File: config.mk
export PLATFORM = sky130hd
export DESIGN_NAME = fdcrf_regs
export DESIGN_NICKNAME = d
export VERILOG_FILES = /design/src/fdcrf_pkg.sv /design/src/fdcrf_regs.sv
export SDC_FILE = /design/constraint.sdc
export NUM_CORES = 1
export LEC_CHECK = 0
export BUFFER_PORTS_ARGS = -buffer_cell sky130_fd_sc_hd__buf_2
export CELL_PAD_IN_SITES_DETAIL_PLACEMENT = 0
export CELL_PAD_IN_SITES_GLOBAL_PLACEMENT = 2
export CORE_ASPECT_RATIO = 0.7
export CORE_MARGIN = 5
export CORE_UTILIZATION = 30
export CTS_BUF_LIST = sky130_fd_sc_hd__clkbuf_4
export CTS_CLUSTER_SIZE = 25
export DETAILED_ROUTE_END_ITERATION = 10
export MAX_ROUTING_LAYER = met4
export PLACE_DENSITY_LB_ADDON = 0.2
export SLEW_MARGIN = 10
export SYNTH_ARGS = -nofsm -noshare
export SYNTH_HDL_FRONTEND = slang
export SYNTH_SLANG_ARGS = --single-unit
File: constraint.sdc
create_clock -name mclk -period 7.52 [get_ports mclk]
set_input_delay 1.504 -clock mclk [delete_from_list [all_inputs] [get_ports mclk]]
set_output_delay 1.504 -clock mclk [all_outputs]
set_load 0.1 [all_outputs]
File: src/fdcrf_pkg.sv
// Constants, types and reset state for the floppy controller rate, data port and status block.
// Assumes one 50 MHz clock and a command sequencer on the same clock that reports the phase.
//
// Behaviour
// RL1: Precompensation code 111 zero, 001-110 rising steps.
// RL2: Default code gives 41.7 ns at 1 Mb/s.
// RL3: Rate bits survive soft reset; hard reset 250k.
// RL4: Rate code 11 is 1 Mb/s, illegal FM.
// RL5: Host polls request and direction before each byte.
// RL6: FIFO used only for execution phase data.
// RL7: Locked FIFO enable survives soft reset only.
// RL8: Burst mode holds request until transfer done.
// RL9: Non-burst mode drops request 350 ns between bytes.
// RL10: FIFO disable separately for read and write.
// RL11: Hard reset disables FIFO, threshold zero.
// RL12: Host answers within threshold-scaled service time.
// RL13: Legacy mode drives only bit 7, media change.
// RL14: Soft reset leaves input status untouched.
// RL15: Second mode: ones, rate, density flag.
// RL16: Third mode: inverted media, engine, skip, rate.
// RL17: Media change undefined during power-down.
// RL18: Rate control write-only; latest rate write wins.
// RL19: Direction flag 0 host writes, 1 host reads.
// RL20: Static mode input picks status layout.
package fdcrf_pkg;

  // Register offsets on the 3-bit register port.
  localparam logic [2:0] ADDR_RATE_SEL   = 3'h0;
  localparam logic [2:0] ADDR_RATE_CTL   = 3'h1;
  localparam logic [2:0] ADDR_IN_STATUS  = 3'h2;
  localparam logic [2:0] ADDR_DATA_PORT  = 3'h3;
  localparam logic [2:0] ADDR_MAIN_STATE = 3'h4;
  localparam logic [2:0] ADDR_FIFO_CFG   = 3'h5;
  localparam logic [2:0] ADDR_FIFO_LEVEL = 3'h6;
  localparam logic [2:0] ADDR_OUT_CTL    = 3'h7;

  // Field positions.
  localparam int RS_SW_RESET    = 7;
  localparam int RS_LOW_POWER   = 6;
  localparam int RS_PRECOMP_LSB = 2;
  localparam int RC_SKIP_SHIFT  = 2;
  localparam int CFG_FIFO_ON    = 0;
  localparam int CFG_PERSIST    = 1;
  localparam int CFG_BURST      = 2;
  localparam int CFG_NO_RD      = 3;
  localparam int CFG_NO_WR      = 4;
  localparam int CFG_FM         = 5;
  localparam int OC_RUN         = 2;
  localparam int OC_ENGINE_ON   = 3;

  // Rate select encodings and hardware reset rate.
  localparam logic [1:0] RATE_500 = 2'h0;
  localparam logic [1:0] RATE_300 = 2'h1;
  localparam logic [1:0] RATE_250 = 2'h2;
  localparam logic [1:0] RATE_1M  = 2'h3;
  localparam logic [1:0] RST_RATE = RATE_250;

  // Precompensation codes; shift is counted in steps of 41.7 ns.
  localparam logic [2:0] PRECOMP_DEFAULT = 3'h0;
  localparam logic [2:0] PRECOMP_NONE    = 3'h7;
  localparam logic [2:0] SHIFT_ZERO      = 3'h0;
  localparam logic [2:0] SHIFT_DEF_1M    = 3'h1;
  localparam logic [2:0] SHIFT_DEF_LOW   = 3'h3;

  // Input status layouts chosen by the mode pins.
  localparam logic [1:0] MODE_AT     = 2'h0;
  localparam logic [1:0] MODE_SECOND = 2'h1;
  localparam logic [1:0] MODE_THIRD  = 2'h2;
  localparam logic [3:0] DIR_ONES    = 4'hf;

  // FIFO geometry.
  localparam int         FIFO_DEPTH  = 16;
  localparam logic [4:0] CAP_FULL    = 5'h10;
  localparam logic [4:0] CAP_BYPASS  = 5'h01;

  // Request gap between non-burst transfers.
  localparam int         CLK_PERIOD_NS = 20;
  localparam int         GAP_NS        = 350;
  localparam int         GAP_CYC       = (GAP_NS + CLK_PERIOD_NS - 1) / CLK_PERIOD_NS;
  localparam logic [4:0] GAP_CNT       = 5'(GAP_CYC);

  typedef enum logic [2:0] {
    PH_CMD    = 3'b001,
    PH_EXEC   = 3'b010,
    PH_RESULT = 3'b100
  } fdcrf_phase_t;

  typedef struct packed {
    logic [FIFO_DEPTH-1:0][7:0] mem;
    logic [3:0]                 wptr;
    logic [3:0]                 rptr;
    logic [4:0]                 cnt;
    logic [1:0]                 rate;
    logic [2:0]                 precomp;
    logic                       skip_shift;
    logic                       low_power;
    logic                       engine_on;
    logic                       run;
    logic                       fifo_on;
    logic                       persist;
    logic                       burst;
    logic                       no_rd;
    logic                       no_wr;
    logic                       fm;
    logic [3:0]                 level;
    logic                       req;
    logic [4:0]                 gap;
    fdcrf_phase_t               prev_phase;
    logic                       media_s1;
    logic                       media_s2;
    logic [1:0]                 mode_s1;
    logic [1:0]                 mode_s2;
    logic [7:0]                 rd_data;
    logic [7:0]                 rd_data_en;
    logic                       in_ready;
    logic                       out_valid;
    logic [7:0]                 out_data;
    logic                       dma_req;
    logic                       irq_req;
    logic [2:0]                 shift;
    logic                       illegal;
  } fdcrf_state_t;

  localparam fdcrf_state_t STATE_RESET = '{
    default:    '0,
    rate:       RST_RATE,
    run:        1'b1,
    shift:      SHIFT_DEF_LOW,
    prev_phase: PH_CMD
  };

endpackage : fdcrf_pkg

File: src/fdcrf_regs.sv
// Rate, precompensation, data port with 16-byte FIFO, and input status register.
// Assumes a register master on mclk and a command sequencer on mclk that supplies the phase.
//
// The address-and-strobe port and the placing of the registers were chosen for this implementation.
`timescale 1ns/1ps
module fdcrf_regs
  import fdcrf_pkg::*;
(
  // Clock and reset
  input  wire logic         mclk,
  input  wire logic         reset_n,
  // Register port
  input  wire logic [2:0]   addr,
  input  wire logic [7:0]   wr_data,
  input  wire logic         wr_en,
  input  wire logic         rd_en,
  output logic      [7:0]   rd_data,
  output logic      [7:0]   rd_data_en,
  // Pins
  input  wire logic         media_change_input,
  input  wire logic [1:0]   reg_mode,
  // Sequencer side
  input  fdcrf_phase_t      core_phase,
  input  wire logic         core_dir,
  input  wire logic         core_in_valid,
  input  wire logic [7:0]   core_in_data,
  output logic              core_in_ready,
  output logic              core_out_valid,
  output logic      [7:0]   core_out_data,
  input  wire logic         core_out_ready,
  // Service requests and drive controls
  output logic              dma_request,
  output logic              irq_request,
  output logic      [1:0]   rate_select,
  output logic      [2:0]   write_shift_steps,
  output logic              low_power,
  output logic              rate_illegal,
  output logic              transfer_engine_on
);

  fdcrf_state_t s;
  fdcrf_state_t next_s;
  logic         soft_rst;
  logic         host_to_core;
  logic         fifo_live;
  logic         flush;
  logic [4:0]   cap;
  logic [3:0]   thr_eff;
  logic         port_wr;
  logic         port_rd;
  logic         push;
  logic         pop_host;
  logic         pop_core;
  logic [7:0]   push_data;
  logic         level_ok;
  logic         work_left;
  logic         density_flag;

  always_comb begin
    next_s = s;
    // Pins pass two flops; only the second stage is read below.
    next_s.media_s1 = media_change_input;
    next_s.media_s2 = s.media_s1;
    next_s.mode_s1  = reg_mode;
    next_s.mode_s2  = s.mode_s1;

    soft_rst = (wr_en && addr == ADDR_RATE_SEL && wr_data[RS_SW_RESET]) || !s.run;
    // RL19 sets direction per phase.
    host_to_core = (core_phase == PH_CMD) || (core_phase == PH_EXEC && !core_dir);
    // RL6 RL10 pick FIFO or bypass.
    fifo_live = (core_phase == PH_EXEC) && s.fifo_on && !(core_dir ? s.no_rd : s.no_wr);
    cap       = fifo_live ? CAP_FULL : CAP_BYPASS;
    thr_eff   = fifo_live ? s.level : 4'h0;
    flush     = soft_rst || (core_phase != s.prev_phase);
    next_s.prev_phase = core_phase;

    port_wr   = wr_en && addr == ADDR_DATA_PORT;
    port_rd   = rd_en && addr == ADDR_DATA_PORT;
    push      = host_to_core ? (port_wr && s.cnt < cap) : (core_in_valid && s.in_ready);
    push_data = host_to_core ? wr_data : core_in_data;
    pop_host  = !host_to_core && port_rd && s.cnt != 5'h00;
    pop_core  = host_to_core && s.cnt != 5'h00 && (!s.out_valid || core_out_ready);

    if (push) begin
      next_s.mem[s.wptr] = push_data;
      next_s.wptr        = s.wptr + 4'h1;
    end
    if (pop_host || pop_core) begin
      next_s.rptr = s.rptr + 4'h1;
    end
    next_s.cnt = s.cnt + {4'h0, push} - {4'h0, pop_host || pop_core};
    if (pop_core) begin
      next_s.out_valid = 1'b1;
      next_s.out_data  = s.mem[s.rptr];
    end else if (core_out_ready) begin
      next_s.out_valid = 1'b0;
    end
    // A phase change or soft reset empties the buffer so stale bytes never cross phases.
    if (flush) begin
      next_s.wptr      = 4'h0;
      next_s.rptr      = 4'h0;
      next_s.cnt       = 5'h00;
      next_s.out_valid = 1'b0;
    end
    next_s.in_ready = !host_to_core && next_s.cnt < cap;

    // Register writes.
    if (wr_en) begin
      case (addr)
        ADDR_RATE_SEL: begin
          next_s.low_power = wr_data[RS_LOW_POWER];
          next_s.precomp   = wr_data[RS_PRECOMP_LSB +: 3];
          // RL18 latest rate write.
          next_s.rate      = wr_data[1:0];
        end
        ADDR_RATE_CTL: begin
          next_s.skip_shift = wr_data[RC_SKIP_SHIFT];
          // RL18 latest rate write.
          next_s.rate       = wr_data[1:0];
        end
        ADDR_FIFO_CFG: begin
          next_s.fifo_on = wr_data[CFG_FIFO_ON];
          next_s.persist = wr_data[CFG_PERSIST];
          next_s.burst   = wr_data[CFG_BURST];
          // RL10 separate direction disables.
          next_s.no_rd   = wr_data[CFG_NO_RD];
          next_s.no_wr   = wr_data[CFG_NO_WR];
          next_s.fm      = wr_data[CFG_FM];
        end
        ADDR_FIFO_LEVEL: begin
          next_s.level = wr_data[3:0];
        end
        ADDR_OUT_CTL: begin
          next_s.engine_on = wr_data[OC_ENGINE_ON];
          next_s.run       = wr_data[OC_RUN];
        end
        default: begin
        end
      endcase
    end
    // Any data port access or main status read wakes the controller.
    if (port_wr || port_rd || (rd_en && addr == ADDR_MAIN_STATE)) begin
      next_s.low_power = 1'b0;
    end
    // RL3 RL7 RL14 soft reset spares rate and status.
    if (soft_rst) begin
      next_s.low_power = 1'b0;
      if (!s.persist) begin
        next_s.fifo_on = 1'b0;
      end
    end

    // Service requests follow the fill level against the threshold.
    level_ok  = core_dir ? (next_s.cnt > {1'b0, thr_eff})
                         : ((cap - next_s.cnt) > {1'b0, thr_eff});
    work_left = core_dir ? (next_s.cnt != 5'h00) : (next_s.cnt < cap);
    if (core_phase != PH_EXEC || flush) begin
      next_s.req = 1'b0;
      next_s.gap = 5'h00;
    end else if (s.burst) begin
      // RL8 holds request until done.
      next_s.req = (s.req && work_left) || level_ok;
      next_s.gap = 5'h00;
    end else begin
      // RL9 gap after each transfer.
      if (port_wr || port_rd) begin
        next_s.gap = GAP_CNT;
      end else if (s.gap != 5'h00) begin
        next_s.gap = s.gap - 5'h01;
      end
      next_s.req = level_ok && next_s.gap == 5'h00;
    end
    next_s.dma_req = next_s.req && next_s.engine_on;
    next_s.irq_req = next_s.req && !next_s.engine_on;

    // RL1 RL2 precompensation shift.
    if (next_s.precomp == PRECOMP_NONE) begin
      next_s.shift = SHIFT_ZERO;
    end else if (next_s.precomp == PRECOMP_DEFAULT) begin
      next_s.shift = (next_s.rate == RATE_1M) ? SHIFT_DEF_1M : SHIFT_DEF_LOW;
    end else begin
      next_s.shift = next_s.precomp;
    end
    // RL4 flags 1 Mb/s under FM.
    next_s.illegal = next_s.fm && next_s.rate == RATE_1M;

    // Read data stands only in the cycle after the strobe.
    density_flag      = !(s.rate == RATE_1M || s.rate == RATE_500);
    next_s.rd_data    = 8'h00;
    next_s.rd_data_en = 8'h00;
    if (rd_en) begin
      next_s.rd_data_en = 8'hff;
      case (addr)
        ADDR_IN_STATUS: begin
          // RL17 media bit is meaningless in power-down.
          // RL20 mode pins pick the layout.
          case (s.mode_s2)
            // RL15 second layout.
            MODE_SECOND: next_s.rd_data = {s.media_s2, DIR_ONES, s.rate, density_flag};
            // RL16 third layout.
            MODE_THIRD:  next_s.rd_data = {!s.media_s2, 3'h0, s.engine_on, s.skip_shift,
                                           s.rate};
            default: begin
              // RL13 legacy drives bit 7 only.
              next_s.rd_data    = {s.media_s2, 7'h00};
              next_s.rd_data_en = 8'h80;
            end
          endcase
        end
        ADDR_DATA_PORT:  next_s.rd_data = pop_host ? s.mem[s.rptr] : 8'h00;
        ADDR_MAIN_STATE: next_s.rd_data = {host_to_core ? (s.cnt < cap) : (s.cnt != 5'h00),
                                           !host_to_core,
                                           core_phase == PH_EXEC && !s.engine_on,
                                           core_phase != PH_CMD, 4'h0};
        ADDR_FIFO_CFG:   next_s.rd_data = {2'h0, s.fm, s.no_wr, s.no_rd, s.burst, s.persist,
                                           s.fifo_on};
        ADDR_FIFO_LEVEL: next_s.rd_data = {4'h0, s.level};
        ADDR_OUT_CTL:    next_s.rd_data = {4'h0, s.engine_on, s.run, 2'h0};
        default:         next_s.rd_data = 8'h00;
      endcase
    end
  end

  // RL3 RL11 hard reset defaults.
  always_ff @(posedge mclk) begin
    if (!reset_n) begin
      s <= STATE_RESET;
    end else begin
      s <= next_s;
    end
  end

  assign rd_data            = s.rd_data;
  assign rd_data_en         = s.rd_data_en;
  assign core_in_ready      = s.in_ready;
  assign core_out_valid     = s.out_valid;
  assign core_out_data      = s.out_data;
  assign dma_request        = s.dma_req;
  assign irq_request        = s.irq_req;
  assign rate_select        = s.rate;
  assign write_shift_steps  = s.shift;
  assign low_power          = s.low_power;
  assign rate_illegal       = s.illegal;
  assign transfer_engine_on = s.engine_on;
endmodule : fdcrf_regs

== After elaboration in Yosys (flattened, before gate mapping) ==
Index checks and enable logic that the tools add are counted.

* Register bits after elaboration: 207
* Bits of input ports: 32
* Output and inout bits: 36

* Add/sub/neg operators: 6
* Order comparisons: 7
* Eq/ne operators: 17
* Muxes and demuxes: 40
* Bitwise gates (word level): 1
* Reductions and logical operators: 61

{| class="wikitable"
|+ Operators by type and width
! operator !! number
|-
| bitwise mux 128 bit || 1
|-
| one-hot mux 8 bit (6 select lines) || 1
|-
| two-way mux 8 bit || 5
|-
| binary-select mux 8 bit (select 4 bit) || 1
|-
| demux 8 bit (select 4 bit) || 1
|-
| two-way mux 5 bit || 6
|-
| logical AND 1 bit || 22
|-
| two-way mux 19 bit || 1
|-
| two-way mux 6 bit || 3
|-
| one-hot mux 8 bit (2 select lines) || 1
|-
| == test 3 bit, second input constant || 5
|-
| nonzero test 5 bit || 3
|-
| AND reduction 2 bit || 6
|-
| two-way mux 1 bit || 11
|-
| greater-than comparator 5 x 4 -> 1 bit || 2
|-
| logical OR 1 bit || 10
|-
| < comparator 4 x 5 -> 1 bit, second input constant || 2
|-
| < comparator 5 bit || 2
|-
| == test 3 x 2 -> 1 bit, second input constant || 3
|-
| logical NOT 1 bit || 9
|-
| adder 4 x 1 -> 4 bit, second input constant || 2
|-
| two-way mux 2 bit || 4
|-
| two-way mux 4 bit || 2
|-
| OR reduction 2 bit || 4
|-
| other kinds (19) || 25
|}

== Depth between registers and ports, before layout ==
Gate-level depths: netlist of run 1.

* Depth in word-level cells: 17
* Mapped depth: 26
* Mapped depth without buffers: 23

== Least setup slack after synthesis of run 1 ==
OpenSTA, ideal clock, no wires.

* Path type: input to register
* From: input port core_phase[0]
* To: register s (netlist bit dma_request)
* Library setup time: 0.104 ns
* Data arrival time: 6.209 ns
* Required time: 7.416 ns
* Slack: 1.207 ns
* Cell stages on the path: 26
* Path buffers: 3
* Cell sequence: nor3b_1 > and3_1 > clkbuf_1 > inv_1 > ha_1 > o21ai_0 > o211ai_1 > and2_1 > buf_6 > buf_8 > ha_1 > inv_1 > ha_1 > inv_1 > fa_1 > xnor2_1 > nand3_1 > mux2_2 > nand2_1 > a2bb2oi_1 > ha_1 > nand3_1 > o22ai_1 > o22ai_1 > a41o_1 > a2111oi_2

* Word-level cells in the longest chain between the ends: 17

{| class="wikitable"
|+ Ends and longest elaborated chain
! what !! RTL line !! text
|-
| start, declared || fdcrf_regs.sv:23 || <nowiki>input fdcrf_phase_t core_phase,</nowiki>
|-
| == test 3 x 2 -> 1 bit || fdcrf_regs.sv:69, fdcrf_regs.sv:71 ||
|-
| logical AND 1 bit (2 in series) || fdcrf_regs.sv:71 || <nowiki>fifo_live = (core_phase == PH_EXEC) && s.fifo_on && !(core_dir ? s.no_rd : s.no_wr);</nowiki>
|-
| two-way mux 5 bit || fdcrf_regs.sv:72 || <nowiki>cap = fifo_live ? CAP_FULL : CAP_BYPASS;</nowiki>
|-
| < comparator 5 bit || fdcrf_regs.sv:79 || <nowiki>push = host_to_core ? (port_wr && s.cnt < cap) : (core_in_valid && s.in_ready);</nowiki>
|-
| logical AND 1 bit || fdcrf_regs.sv:79 ||
|-
| two-way mux 1 bit || fdcrf_regs.sv:79 ||
|-
| adder 5 x 1 -> 5 bit || fdcrf_regs.sv:91 || <nowiki>next_s.cnt = s.cnt + {4'h0, push} - {4'h0, pop_host || pop_core};</nowiki>
|-
| subtractor 5 x 1 -> 5 bit || fdcrf_regs.sv:91 ||
|-
| two-way mux 5 bit || fdcrf_regs.sv:99 || <nowiki>if (flush) begin</nowiki>
|-
| subtractor 5 bit, or another cell as far along || fdcrf_regs.sv:155 || <nowiki>: ((cap - next_s.cnt) > {1'b0, thr_eff});</nowiki>
|-
| greater-than comparator 5 x 4 -> 1 bit or two-way mux 1 bit (tied branches) || fdcrf_regs.sv:155, fdcrf_regs.sv:156 ||
|-
| two-way mux 1 bit or logical AND 1 bit (tied branches) || fdcrf_regs.sv:154, fdcrf_regs.sv:162 ||
|-
| logical AND 1 bit or logical OR 1 bit (tied branches) || fdcrf_regs.sv:171, fdcrf_regs.sv:162 ||
|-
| two-way mux 6 bit || fdcrf_regs.sv:160 || <nowiki>end else if (s.burst) begin</nowiki>
|-
| two-way mux 6 bit (*) || fdcrf_regs.sv:157 || <nowiki>if (core_phase != PH_EXEC || flush) begin</nowiki>
|-
| logical AND 1 bit (*) || fdcrf_regs.sv:173 || <nowiki>next_s.dma_req = next_s.req && next_s.engine_on;</nowiki>
|-
| end signal, assigned || fdcrf_regs.sv:229 || <nowiki>s <= next_s;</nowiki>
|-
| end, declared || fdcrf_regs.sv:41 || <nowiki>fdcrf_state_t s;</nowiki>
|}

Every way passes the cells marked *; elsewhere a longest branch is shown, timed or not.
A chain may end at the register's enable or synchronous reset.

== Worst setup path after layout of run 1 ==
* From: input port core_phase[2]
* To: register s (netlist bit dma_request)

Same word-level chain as after synthesis.

==> results of run 1 <==
## cell type report
class,instances,area [µm²]
Inverter,26,97.6
Fill cell,3170,20700
Timing Repair Buffer,73,383
Clock inverter,12,45.0
Sequential cell,201,4030
Multi-Input combinational cell,524,4960
Tap cell,420,526
Clock buffer,70,526
Antenna cell,2,5.00
## layout by cell type, fill, tap and decap left out, types with 6 or more instances in the layout
cell,count
o22a_1,8
clkinv_1,11
ha_1,28
mux4_2,40
buf_4,7
inv_1,26
xnor2_1,14
nor2_1,34
dfxtp_1,200
nor2b_1,27
a21oi_1,14
nand3_1,18
clkbuf_4,70
o221a_1,14
and2_1,14
o21ai_0,14
nand2_1,38
nor2_2,9
mux2i_1,28
nor2_8,7
nor3_1,6
nand2b_1,9
buf_2,66
o221a_2,114
## sequential cells by signal (all words and copies together), names as in the netlist, 2 cells and up
| signal | cells |
|---|---|
| core_out_data | 8 |
| next_s | 3 |
| rate_select | 2 |
| rd_data | 8 |
| rd_data_en | 2 |
| s | 168 |
| write_shift_steps | 3 |
## worst paths after layout
check	depth (start not counted)	slack, ns	endpoint	from
max	25	1.43	dma_request	core_phase[2]
min	1	0.44	s[36]	next_s[36]
max reg2reg	24	2.40	dma_request	s[53]
min reg2reg	1	0.44	s[36]	next_s[36]
## kinds of logic after synthesis
| group | Yosys count | share of synthesized area, % |
|---|---|---|
| compound gates | 217 | 21.9 |
| buf+inv | 111 | 5.95 |
| flops | 201 | 42.2 |
| fa+ha+maj | 30 | 3.98 |
| xor+xnor | 18 | 1.65 |
| mux | 71 | 12.7 |
| simple gates | 188 | 11.6 |
## critical path, delay by kind of cell
family	cells	cell delay [ns]
compound gates	7	1.15
fa+ha+maj	5	1.44
simple gates	6	1.32
xor+xnor	1	0.37
mux	1	0.32
buf+inv	5	0.55
## per-layer routing
layer | track usage [%] | up-vias
li1 | - | 3340
met1 | 26.5 | 3616
met2 | 21.8 | 267
met3 | 4.99 | 38
met4 | 4.09 | 0
met5 | - | -
## power groups by stage
stage	logic, W	clock network (W)	registers [W]
after floorplan	0.000113	0	0.00111
after global placement	0.000162	0	0.00111
after detailed placement	0.000162	0	0.00111
after CTS	0.000163	0.000914	0.00108
after global routing	0.000173	0.000971	0.00108
final	0.000163	0.000878	0.00108
## through the flow
| step | instance area, µm² | utilization (%) |
|---|---|---|
| final | 10600 | 33.8 |
| after CTS | 10600 | 33.8 |
| after global placement | 9990 | 31.9 |
| after detailed placement | 9990 | 31.9 |
| after floorplan | 9550 | - |
| after global routing | 10600 | 33.8 |
==> summary.txt, run 1 <==
CTS
  • Worst-path clk slew: 0.06 ns
  • Hold bufs inserted after CTS: 0
  • Htree depth: 2
  • Post-CTS setup buffers: 0
  • CTS sink count: 201
  • Bufs on Longest Clock Path: 3
  • Root Driver: clkbuf_4
  • CTS resizes: 0
  • CTS Buf Count: 51
  • Worst skew pair latency: 0.69 ns
  • CTS tree: done

Yosys
  • Synthesized area: 9550 µm²
  • Synth Warn #: 0
  • Synth Instances: 836
  • Cell accounting for the most synthesized area: dfxtp_1
  • Number of enable flip-flop cells after synthesis: 0
  • Seq cells post-synth: 201
  • Synth cell count leaders: 201 x dfxtp_1, 114 x o221a_2, 40 x mux4_2, 38 x nand2_1, 34 x nor2_1
  • Ys async rst share: 0%
  • Most used DFF post-synth: dfxtp_1
  • Sequential-to-total area share from yosys stat: 42.2%
  • Syn avg cell area: 11.4 µm²
  • Area share of the largest cell type after synthesis: 42.2%
  • Most numerous cell in the Yosys netlist: dfxtp_1
  • Number of library cell types mapped by synthesis: 70
  • Synth top area cells: dfxtp_1 42%, o221a_2 13%, mux4_2 9.4%, ha_1 3.7%, mux2i_1 2.9%
  • Syn Nets: 897

STA
  • Unrepaired setup endpoints after global routing: no
  • Final setup fails: 0
  • Fin. Hold Viols: 0
  • Worst Max-Slew Pin Slew: 1.00 ns
  • Period utilisation layout: 81.0%
  • Slew Viols, Final: 0
  • Hold slack: 0.437 ns
  • FMAX: 0.164 GHz
  • Worst Setup Slack, final: 1.43 ns
  • Clock Skew: 0.0574 ns
  • Rel. slew slack: 33.0%
  • Minimum clock period: 6.09 ns
  • TNS Setup: 0 ns

Setup path
  • Crit path DAT: 6.65 ns
  • Crit-path slowest cell: nor3b_1
  • Setup crit end kind: flop
  • Setup CP Type: input pin to flop
  • Most frequent CP cell: ha_1
  • CP Launch Type: input pin
  • Largest fanout on the critical path: 11
  • Req. time, crit path: 8.07 ns
  • CP max stage delay: 0.45 ns

GRT
  • Largest net degree at the start of global routing: 97
  • Number of global-route vias before repair: 7241
  • Global-route wire length before repair: 46200 µm
  • Gr ovfl total: 0
  • Total track usage: 17.3%
  • Initial antenna violation count: 1

Place
  • Count of buffers from port buffering: 67
  • GPL Wtd Cong: 0.847
  • Place WS: 0.771 ns
  • Post-DP HPWL: 21400 µm
  • Placed Instances: 1244

Power
  • Maximum VDD drop: 0.139 mV
  • Switch share: 27.4%
  • Comb pwr share: 7.7%
  • PwrDens: 201 nW/µm²
  • Share of power burned in registers: 51.0%
  • Int Pwr: 0.00154 W
  • Net Switching: 0.000581 W
  • Static leakage: 4.07 nW
  • Clock Power Share: 41.4%
  • Total Power: 0.00212 W

Run
  • Max-cap violation count: 0

Die
  • Die height: 159 µm
  • Initial Util: 30.5%
  • I/O Pins: 68
  • Die X-Extent: 223 µm
  • Die ar.: 35500 µm²
  • Core footprint: 31300 µm²
  • Rows: 54

Drt
  • Post-Route WL: 30800 µm
  • Final antenna-violating net count: 0
  • Highest Signal Layer: met4
  • Via count: 7261
  • 1st-iter DRT viols: 581
  • Met3 Routed Length: 2640 µm
  • Post-route DRC: 0
  • Vias per Instance: 5.47
  • Drt pass-1 iters: 5
  • Wire length on met2: 11900 µm
  • WL met1: 15700 µm
  • WL/cell: 23.2 µm

Finish
  • Area growth, synth to finish: 10.7%
  • Layout cells sized above 1: 36.3%
  • Final Instance Count excl. Fillers: 1328
  • Fin nets: 938

Worst hold path
  • Tightest Hold Check Type: flop to flop

Status
  • Status: finished, final reports clean
No activity file was read; power rests on OpenSTA's default activity.
==> inputs of run 2 (changes only) <==
- ABC_AREA: default -> 1
- clock period: 7.52 -> 5.4 ns (I/O delays scaled with it)
==> run 2 against run 1 <==
Against the previous run:
- global-route usage is 2.0 points higher
- final area is 9.8% higher
- sequential power is 40% higher
- critical path depth is 6 higher
- synthesized cell count is 79% higher
- critical endpoint unchanged
- largest cell class unchanged
==> summary.txt, run 2 <==
Place
  • Count of buffers from port buffering: 67
  • Post-DP HPWL: 23100 µm
  • Placed cell areas: 10900 µm²
  • GPL Wtd Cong: 0.926

STA
  • Slew Viols, Final: 0
  • FMAX: 0.210 GHz
  • Minimum clock period: 4.75 ns
  • Rel. slew slack: 25.5%
  • Worst Max-Slew Pin Slew: 1.11 ns
  • Period utilisation layout: 88.0%
  • Hold slack: 0.423 ns
  • Clock Skew: 0.0328 ns
  • Fin. Hold Viols: 0
  • Final setup fails: 0
  • TNS Setup: 0 ns
  • Unrepaired setup endpoints after global routing: no

CTS
  • Htree depth: 2
  • Post-CTS setup buffers: 0
  • CTS Buf Count: 56
  • CTS tree: done
  • Bufs on Longest Clock Path: 3
  • Hold bufs inserted after CTS: 0
  • Worst-path clk slew: 0.07 ns
  • CTS resizes: 0
  • Root Driver: clkbuf_4
  • Worst skew pair latency: 0.72 ns
  • CTS sink count: 201

Finish
  • Multi-input logic area: 5200 µm²
  • Max reg flops: 168
  • Most frequent cells in the layout: 255 x nor2_1, 233 x nand2_1, 200 x dfxtp_1, 178 x a21oi_1, 156 x nand3_1
  • Layout cells sized above 1: 14.1%
  • Area growth, synth to finish: 12.9%
  • Fillers: 3709
  • Top reg by flops: s
  • Most common cell after layout, fill and taps aside: nor2_1
  • Cell area after layout: 11600 µm²
  • Fin nets: 1601
  • Sequential cell area: 4030 µm²

Setup path
  • Setup CP Type: input pin to flop
  • Crit-path leading delay family: adder cells
  • Req. time, crit path: 5.97 ns
  • CP Launch Type: input pin
  • Worst r2r path cells: 30
  • Crit-path slowest cell: fa_1
  • Reg2reg end: dma_request
  • CP max stage delay: 0.39 ns
  • Most frequent CP cell: inv_1
  • R2r setup slk: 0.94 ns
  • Crit path DAT: 5.32 ns
  • Buffers and inverters on the worst path: 6
  • Critical R2R Launch: s[53]
  • Largest fanout on the critical path: 3
  • Setup crit end kind: flop

Yosys
  • Synth cell count leaders: 255 x nor2_1, 233 x nand2_1, 201 x dfxtp_1, 178 x a21oi_1, 156 x nand3_1
  • Number of library cell types mapped by synthesis: 39
  • Most used DFF post-synth: dfxtp_1
  • Syn avg cell area: 6.88 µm²
  • Sequential-to-total area share from yosys stat: 39.1%
  • Ys async rst share: 0%
  • Seq cells post-synth: 201
  • Synth Warn #: 0
  • Cell accounting for the most synthesized area: dfxtp_1
  • Synthesized area: 10300 µm²
  • Synth top area cells: dfxtp_1 39%, nor2_1 9.3%, a21oi_1 8.7%, nand2_1 8.5%, nand3_1 7.6%
  • Synth Instances: 1494
  • Syn Nets: 1555
  • Number of enable flip-flop cells after synthesis: 0
  • Most numerous cell in the Yosys netlist: nor2_1
  • Area share of the largest cell type after synthesis: 39.1%

Drt
  • 1st-iter DRT viols: 818
  • Final antenna-violating net count: 0
  • Post-Route WL: 36300 µm
  • Post-route DRC: 0
  • Vias per Instance: 4.92
  • Drt pass-1 iters: 5
  • WL/cell: 18.0 µm
  • Via count: 9911

Worst hold path
  • Hold EP: s[32]
  • Hold Path Origin: next_s[32]
  • Tightest Hold Check Type: flop to flop
  • WHS Path Cells: 2

Power
  • PwrDens: 282 nW/µm²
  • Static leakage: 5.01 nW
  • Maximum VDD drop: 0.112 mV

GRT
  • Global-route wire length before repair: 55700 µm
  • Number of global-route vias before repair: 9034
  • Initial antenna violation count: 2
  • Total track usage: 19.3%
  • Gr ovfl total: 0
  • Largest net degree at the start of global routing: 152

Die
  • Die height: 165 µm
  • Initial Util: 30.6%
  • Die X-Extent: 231 µm
  • Rows: 56
  • Die ar.: 38100 µm²
  • I/O Pins: 68
  • Core footprint: 33600 µm²

Run
  • Max-cap violation count: 0

Status
  • Status: finished, final reports clean
[run 2: metal layers]
| metal | global-route usage [%] | share of wire (%) |
|---|---|---|
| met1 | 29.8 | 54 |
| met2 | 25.1 | 38 |
| met3 | 4.28 | 6.1 |
| met4 | 4.40 | 1.5 |
| met5 | - | 0 |
[run 2: how the worst max path moves through the flow]
stage,slack (ns),cells past startpoint,startpoint,endpoint
after floorplan,0.34,31,core_phase[0],dma_request
after global placement,0.06,31,core_phase[2],dma_request
after detailed placement,0.002,31,core_phase[2],dma_request
after CTS,0.76,31,core_phase[2],dma_request
after global routing,0.32,31,core_phase[2],dma_request
final,0.65,31,core_phase[2],dma_request
[run 2: logic make-up (layout without fill, tap and decap cells)]
family / count (synthesis) / count (layout) / share of synthesized area [%]
mux: 6 / 6 / 0.584
simple gates: 670 / 670 / 26.9
buf+inv: 237 / 320 / 10.7
fa+ha+maj: 29 / 29 / 3.60
flops: 201 / 201 / 39.1
other cells: 0 / 2 / 0
xor+xnor: 10 / 10 / 0.852
compound gates: 341 / 341 / 18.2
[run 2: per-stage QoR]
| step | power [W] | utilization (%) | worst slack (ns) | instances |
|---|---|---|---|---|
| after floorplan | 0.00177 | - | 0.338 | 1494 |
| after global placement | 0.00188 | 32.4 | 0.0619 | 1917 |
| after detailed placement | 0.00188 | 32.4 | 0.00174 | 1917 |
| after CTS | 0.00334 | 34.5 | 0.761 | 2012 |
| after global routing | 0.00345 | 34.5 | 0.315 | 2014 |
| final | 0.00328 | 34.5 | 0.646 | 2014 |
[run 2: final cells by class]
cell class,instances,area share (%)
Clock inverter,11,0.636
Timing Repair Buffer,116,6.19
Tap cell,435,4.69
Clock buffer,84,5.43
Antenna cell,2,0.0431
Sequential cell,201,34.7
Inverter,109,3.53
Multi-Input combinational cell,1056,44.8
[run 2: worst register-to-register path: cells and delay by family (launching register included)]
kind            cells  cell delay, ns
compound gates      6            0.78
xor+xnor            2            0.34
fa+ha+maj           5            1.36
buf+inv             4            0.28
flops               1            0.29
simple gates       13            1.28
[run 2: report_power, final]
group / internal, W / leakage, nW / switching, W
clock: 0.000750 / 0.428 / 0.000683
combinational: 0.0000775 / 2.96 / 0.000257
sequential: 0.00150 / 1.63 / 0.00000958
==> inputs of run 3 (changes only) <==
- CORE_UTILIZATION: 30 -> 32
==> run 3 against run 2 <==
Against the previous run:
- maximum frequency up 0.49%
- critical path type unchanged
- largest power group unchanged
- clock power up 5%
- worst hold slack worse by 0.0030 ns
- sequential share of layout area up 0.12 points
- clock skew up 0.013 ns
- global-route usage up 0.49 points
- sequential power about the same
- highest routed layer unchanged
- register-to-register slack worse by 0.03 ns
==> summary.txt, run 3 (synthesized netlist as in run 2, its figures left out) <==
Status
  • Status: finished, final reports clean

Finish
  • Most frequent cells in the layout: 255 x nor2_1, 233 x nand2_1, 200 x dfxtp_1, 178 x a21oi_1, 156 x nand3_1
  • Top reg by flops: s
  • Most common cell after layout, fill and taps aside: nor2_1
  • Fin nets: 1595
  • Area growth, synth to finish: 12.5%
  • Max reg flops: 168
  • Cell area after layout: 11600 µm²
  • Layout cells sized above 1: 14.0%

Die
  • Die X-Extent: 224 µm
  • Die ar.: 35900 µm²
  • I/O Pins: 68
  • Initial Util: 32.7%
  • Core footprint: 31400 µm²
  • Die height: 160 µm
  • Rows: 54

Drt
  • Via count: 9873
  • Post-route DRC: 0
  • Vias per Instance: 4.94
  • WL/cell: 17.7 µm
  • Final antenna-violating net count: 0
  • Post-Route WL: 35300 µm
  • Drt pass-1 iters: 5
  • 1st-iter DRT viols: 769

Run
  • Max-cap violation count: 0

GRT
  • Gr ovfl total: 0
  • Number of global-route vias before repair: 9012
  • Largest net degree at the start of global routing: 107
  • Global-route wire length before repair: 54700 µm
  • Total track usage: 19.8%
  • Initial antenna violation count: 2

Setup path
  • Crit-path leading delay family: adder cells
  • Buffers and inverters on the worst path: 7
  • Largest fanout on the critical path: 3
  • Crit-path slowest cell: fa_1
  • Req. time, crit path: 5.98 ns
  • CP Launch Type: input pin
  • Crit path DAT: 5.31 ns
  • Setup CP Type: input pin to flop
  • Setup crit end kind: flop
  • CP max stage delay: 0.44 ns
  • Most frequent CP cell: inv_1

CTS
  • Worst skew pair latency: 0.73 ns
  • CTS Buf Count: 55
  • Hold bufs inserted after CTS: 0
  • Worst-path clk slew: 0.07 ns
  • CTS tree: done
  • CTS sink count: 201
  • CTS resizes: 0
  • Htree depth: 2
  • Root Driver: clkbuf_4
  • Post-CTS setup buffers: 0
  • Bufs on Longest Clock Path: 3

Place
  • Place WS: -0.0273 ns
  • Placed cell areas: 10800 µm²
  • GPL Wtd Cong: 0.899
  • Count of buffers from port buffering: 67
  • Post-DP HPWL: 22500 µm

STA
  • Final setup fails: 0
  • Rel. slew slack: 21.6%
  • Hold slack: 0.420 ns
  • FMAX: 0.211 GHz
  • Fin. Hold Viols: 0
  • Worst Max-Slew Pin Slew: 1.17 ns
  • TNS Setup: 0 ns
  • Period utilisation layout: 87.6%
  • Unrepaired setup endpoints after global routing: no
  • Slew Viols, Final: 0
  • Clock Skew: 0.0454 ns
  • Minimum clock period: 4.73 ns
  • Worst Setup Slack, final: 0.670 ns

Power
  • Maximum VDD drop: 0.132 mV
  • Static leakage: 5.01 nW
  • PwrDens: 288 nW/µm²

Worst hold path
  • Tightest Hold Check Type: flop to flop
## run 3: cell types whose count changed in the layout (fill, tap and decap cells not counted), sizes merged
cell,before,now
clkbuf,84,92
diode,2,1
buf,116,111
inv,108,109
clkinv,11,7
## run 3: worst paths after layout
kind,start,end,slack (ns),cells past startpoint
setup reg to reg,s[53],dma_request,0.91,30
hold reg to reg,next_s[33],s[33],0.42,2
setup / recovery,core_phase[2],dma_request,0.67,31
hold / removal,next_s[33],s[33],0.42,2
## run 3: power breakdown
part	internal, W	switching (W)	leakage [nW]	total (W)
sequential	0.00150	0.00000912	1.63	0.00151
combinational	0.0000754	0.000253	2.93	0.000328
clock	0.000808	0.000690	0.453	0.00150
## run 3: final cells by class
class	count	area [µm²]
Clock buffer	92	691
Timing Repair Buffer	111	668
Tap cell	420	526
Sequential cell	201	4030
Multi-Input combinational cell	1056	5190
Clock inverter	8	57.6
Inverter	109	409
Fill cell	3512	19900
Antenna cell	1	2.50
## run 3: metrics by stage
stage,power [W],utilization (%),instances
floorplan,0.00177,-,1494
global placement,0.00187,34.4,1897
detailed placement,0.00187,34.4,1897
CTS,0.00339,36.8,1997
global route,0.00351,36.8,1998
finish,0.00333,36.8,1998
## run 3: worst register-to-register path: cells and delay by family, from the launching register on
family	cells	cell delay, ns
and+or+nand+nor	13	1.27
DFF	1	0.30
adders and majority gates	6	1.73
AOI/OAI and AO/OA	5	0.54
xor gates and xnor gates	1	0.17
buffers and inverters	5	0.36
## run 3: routing by layer
layer  vias up  wire (µm)  track usage [%]  share of wire, %
met3        43       1790             3.71               5.1
met4         0        435             4.23               1.2
met2       215      13500             25.3                38
met5         -          0                -                 0
li1       5044          -                -                 -
met1      4571      19600             31.5                55
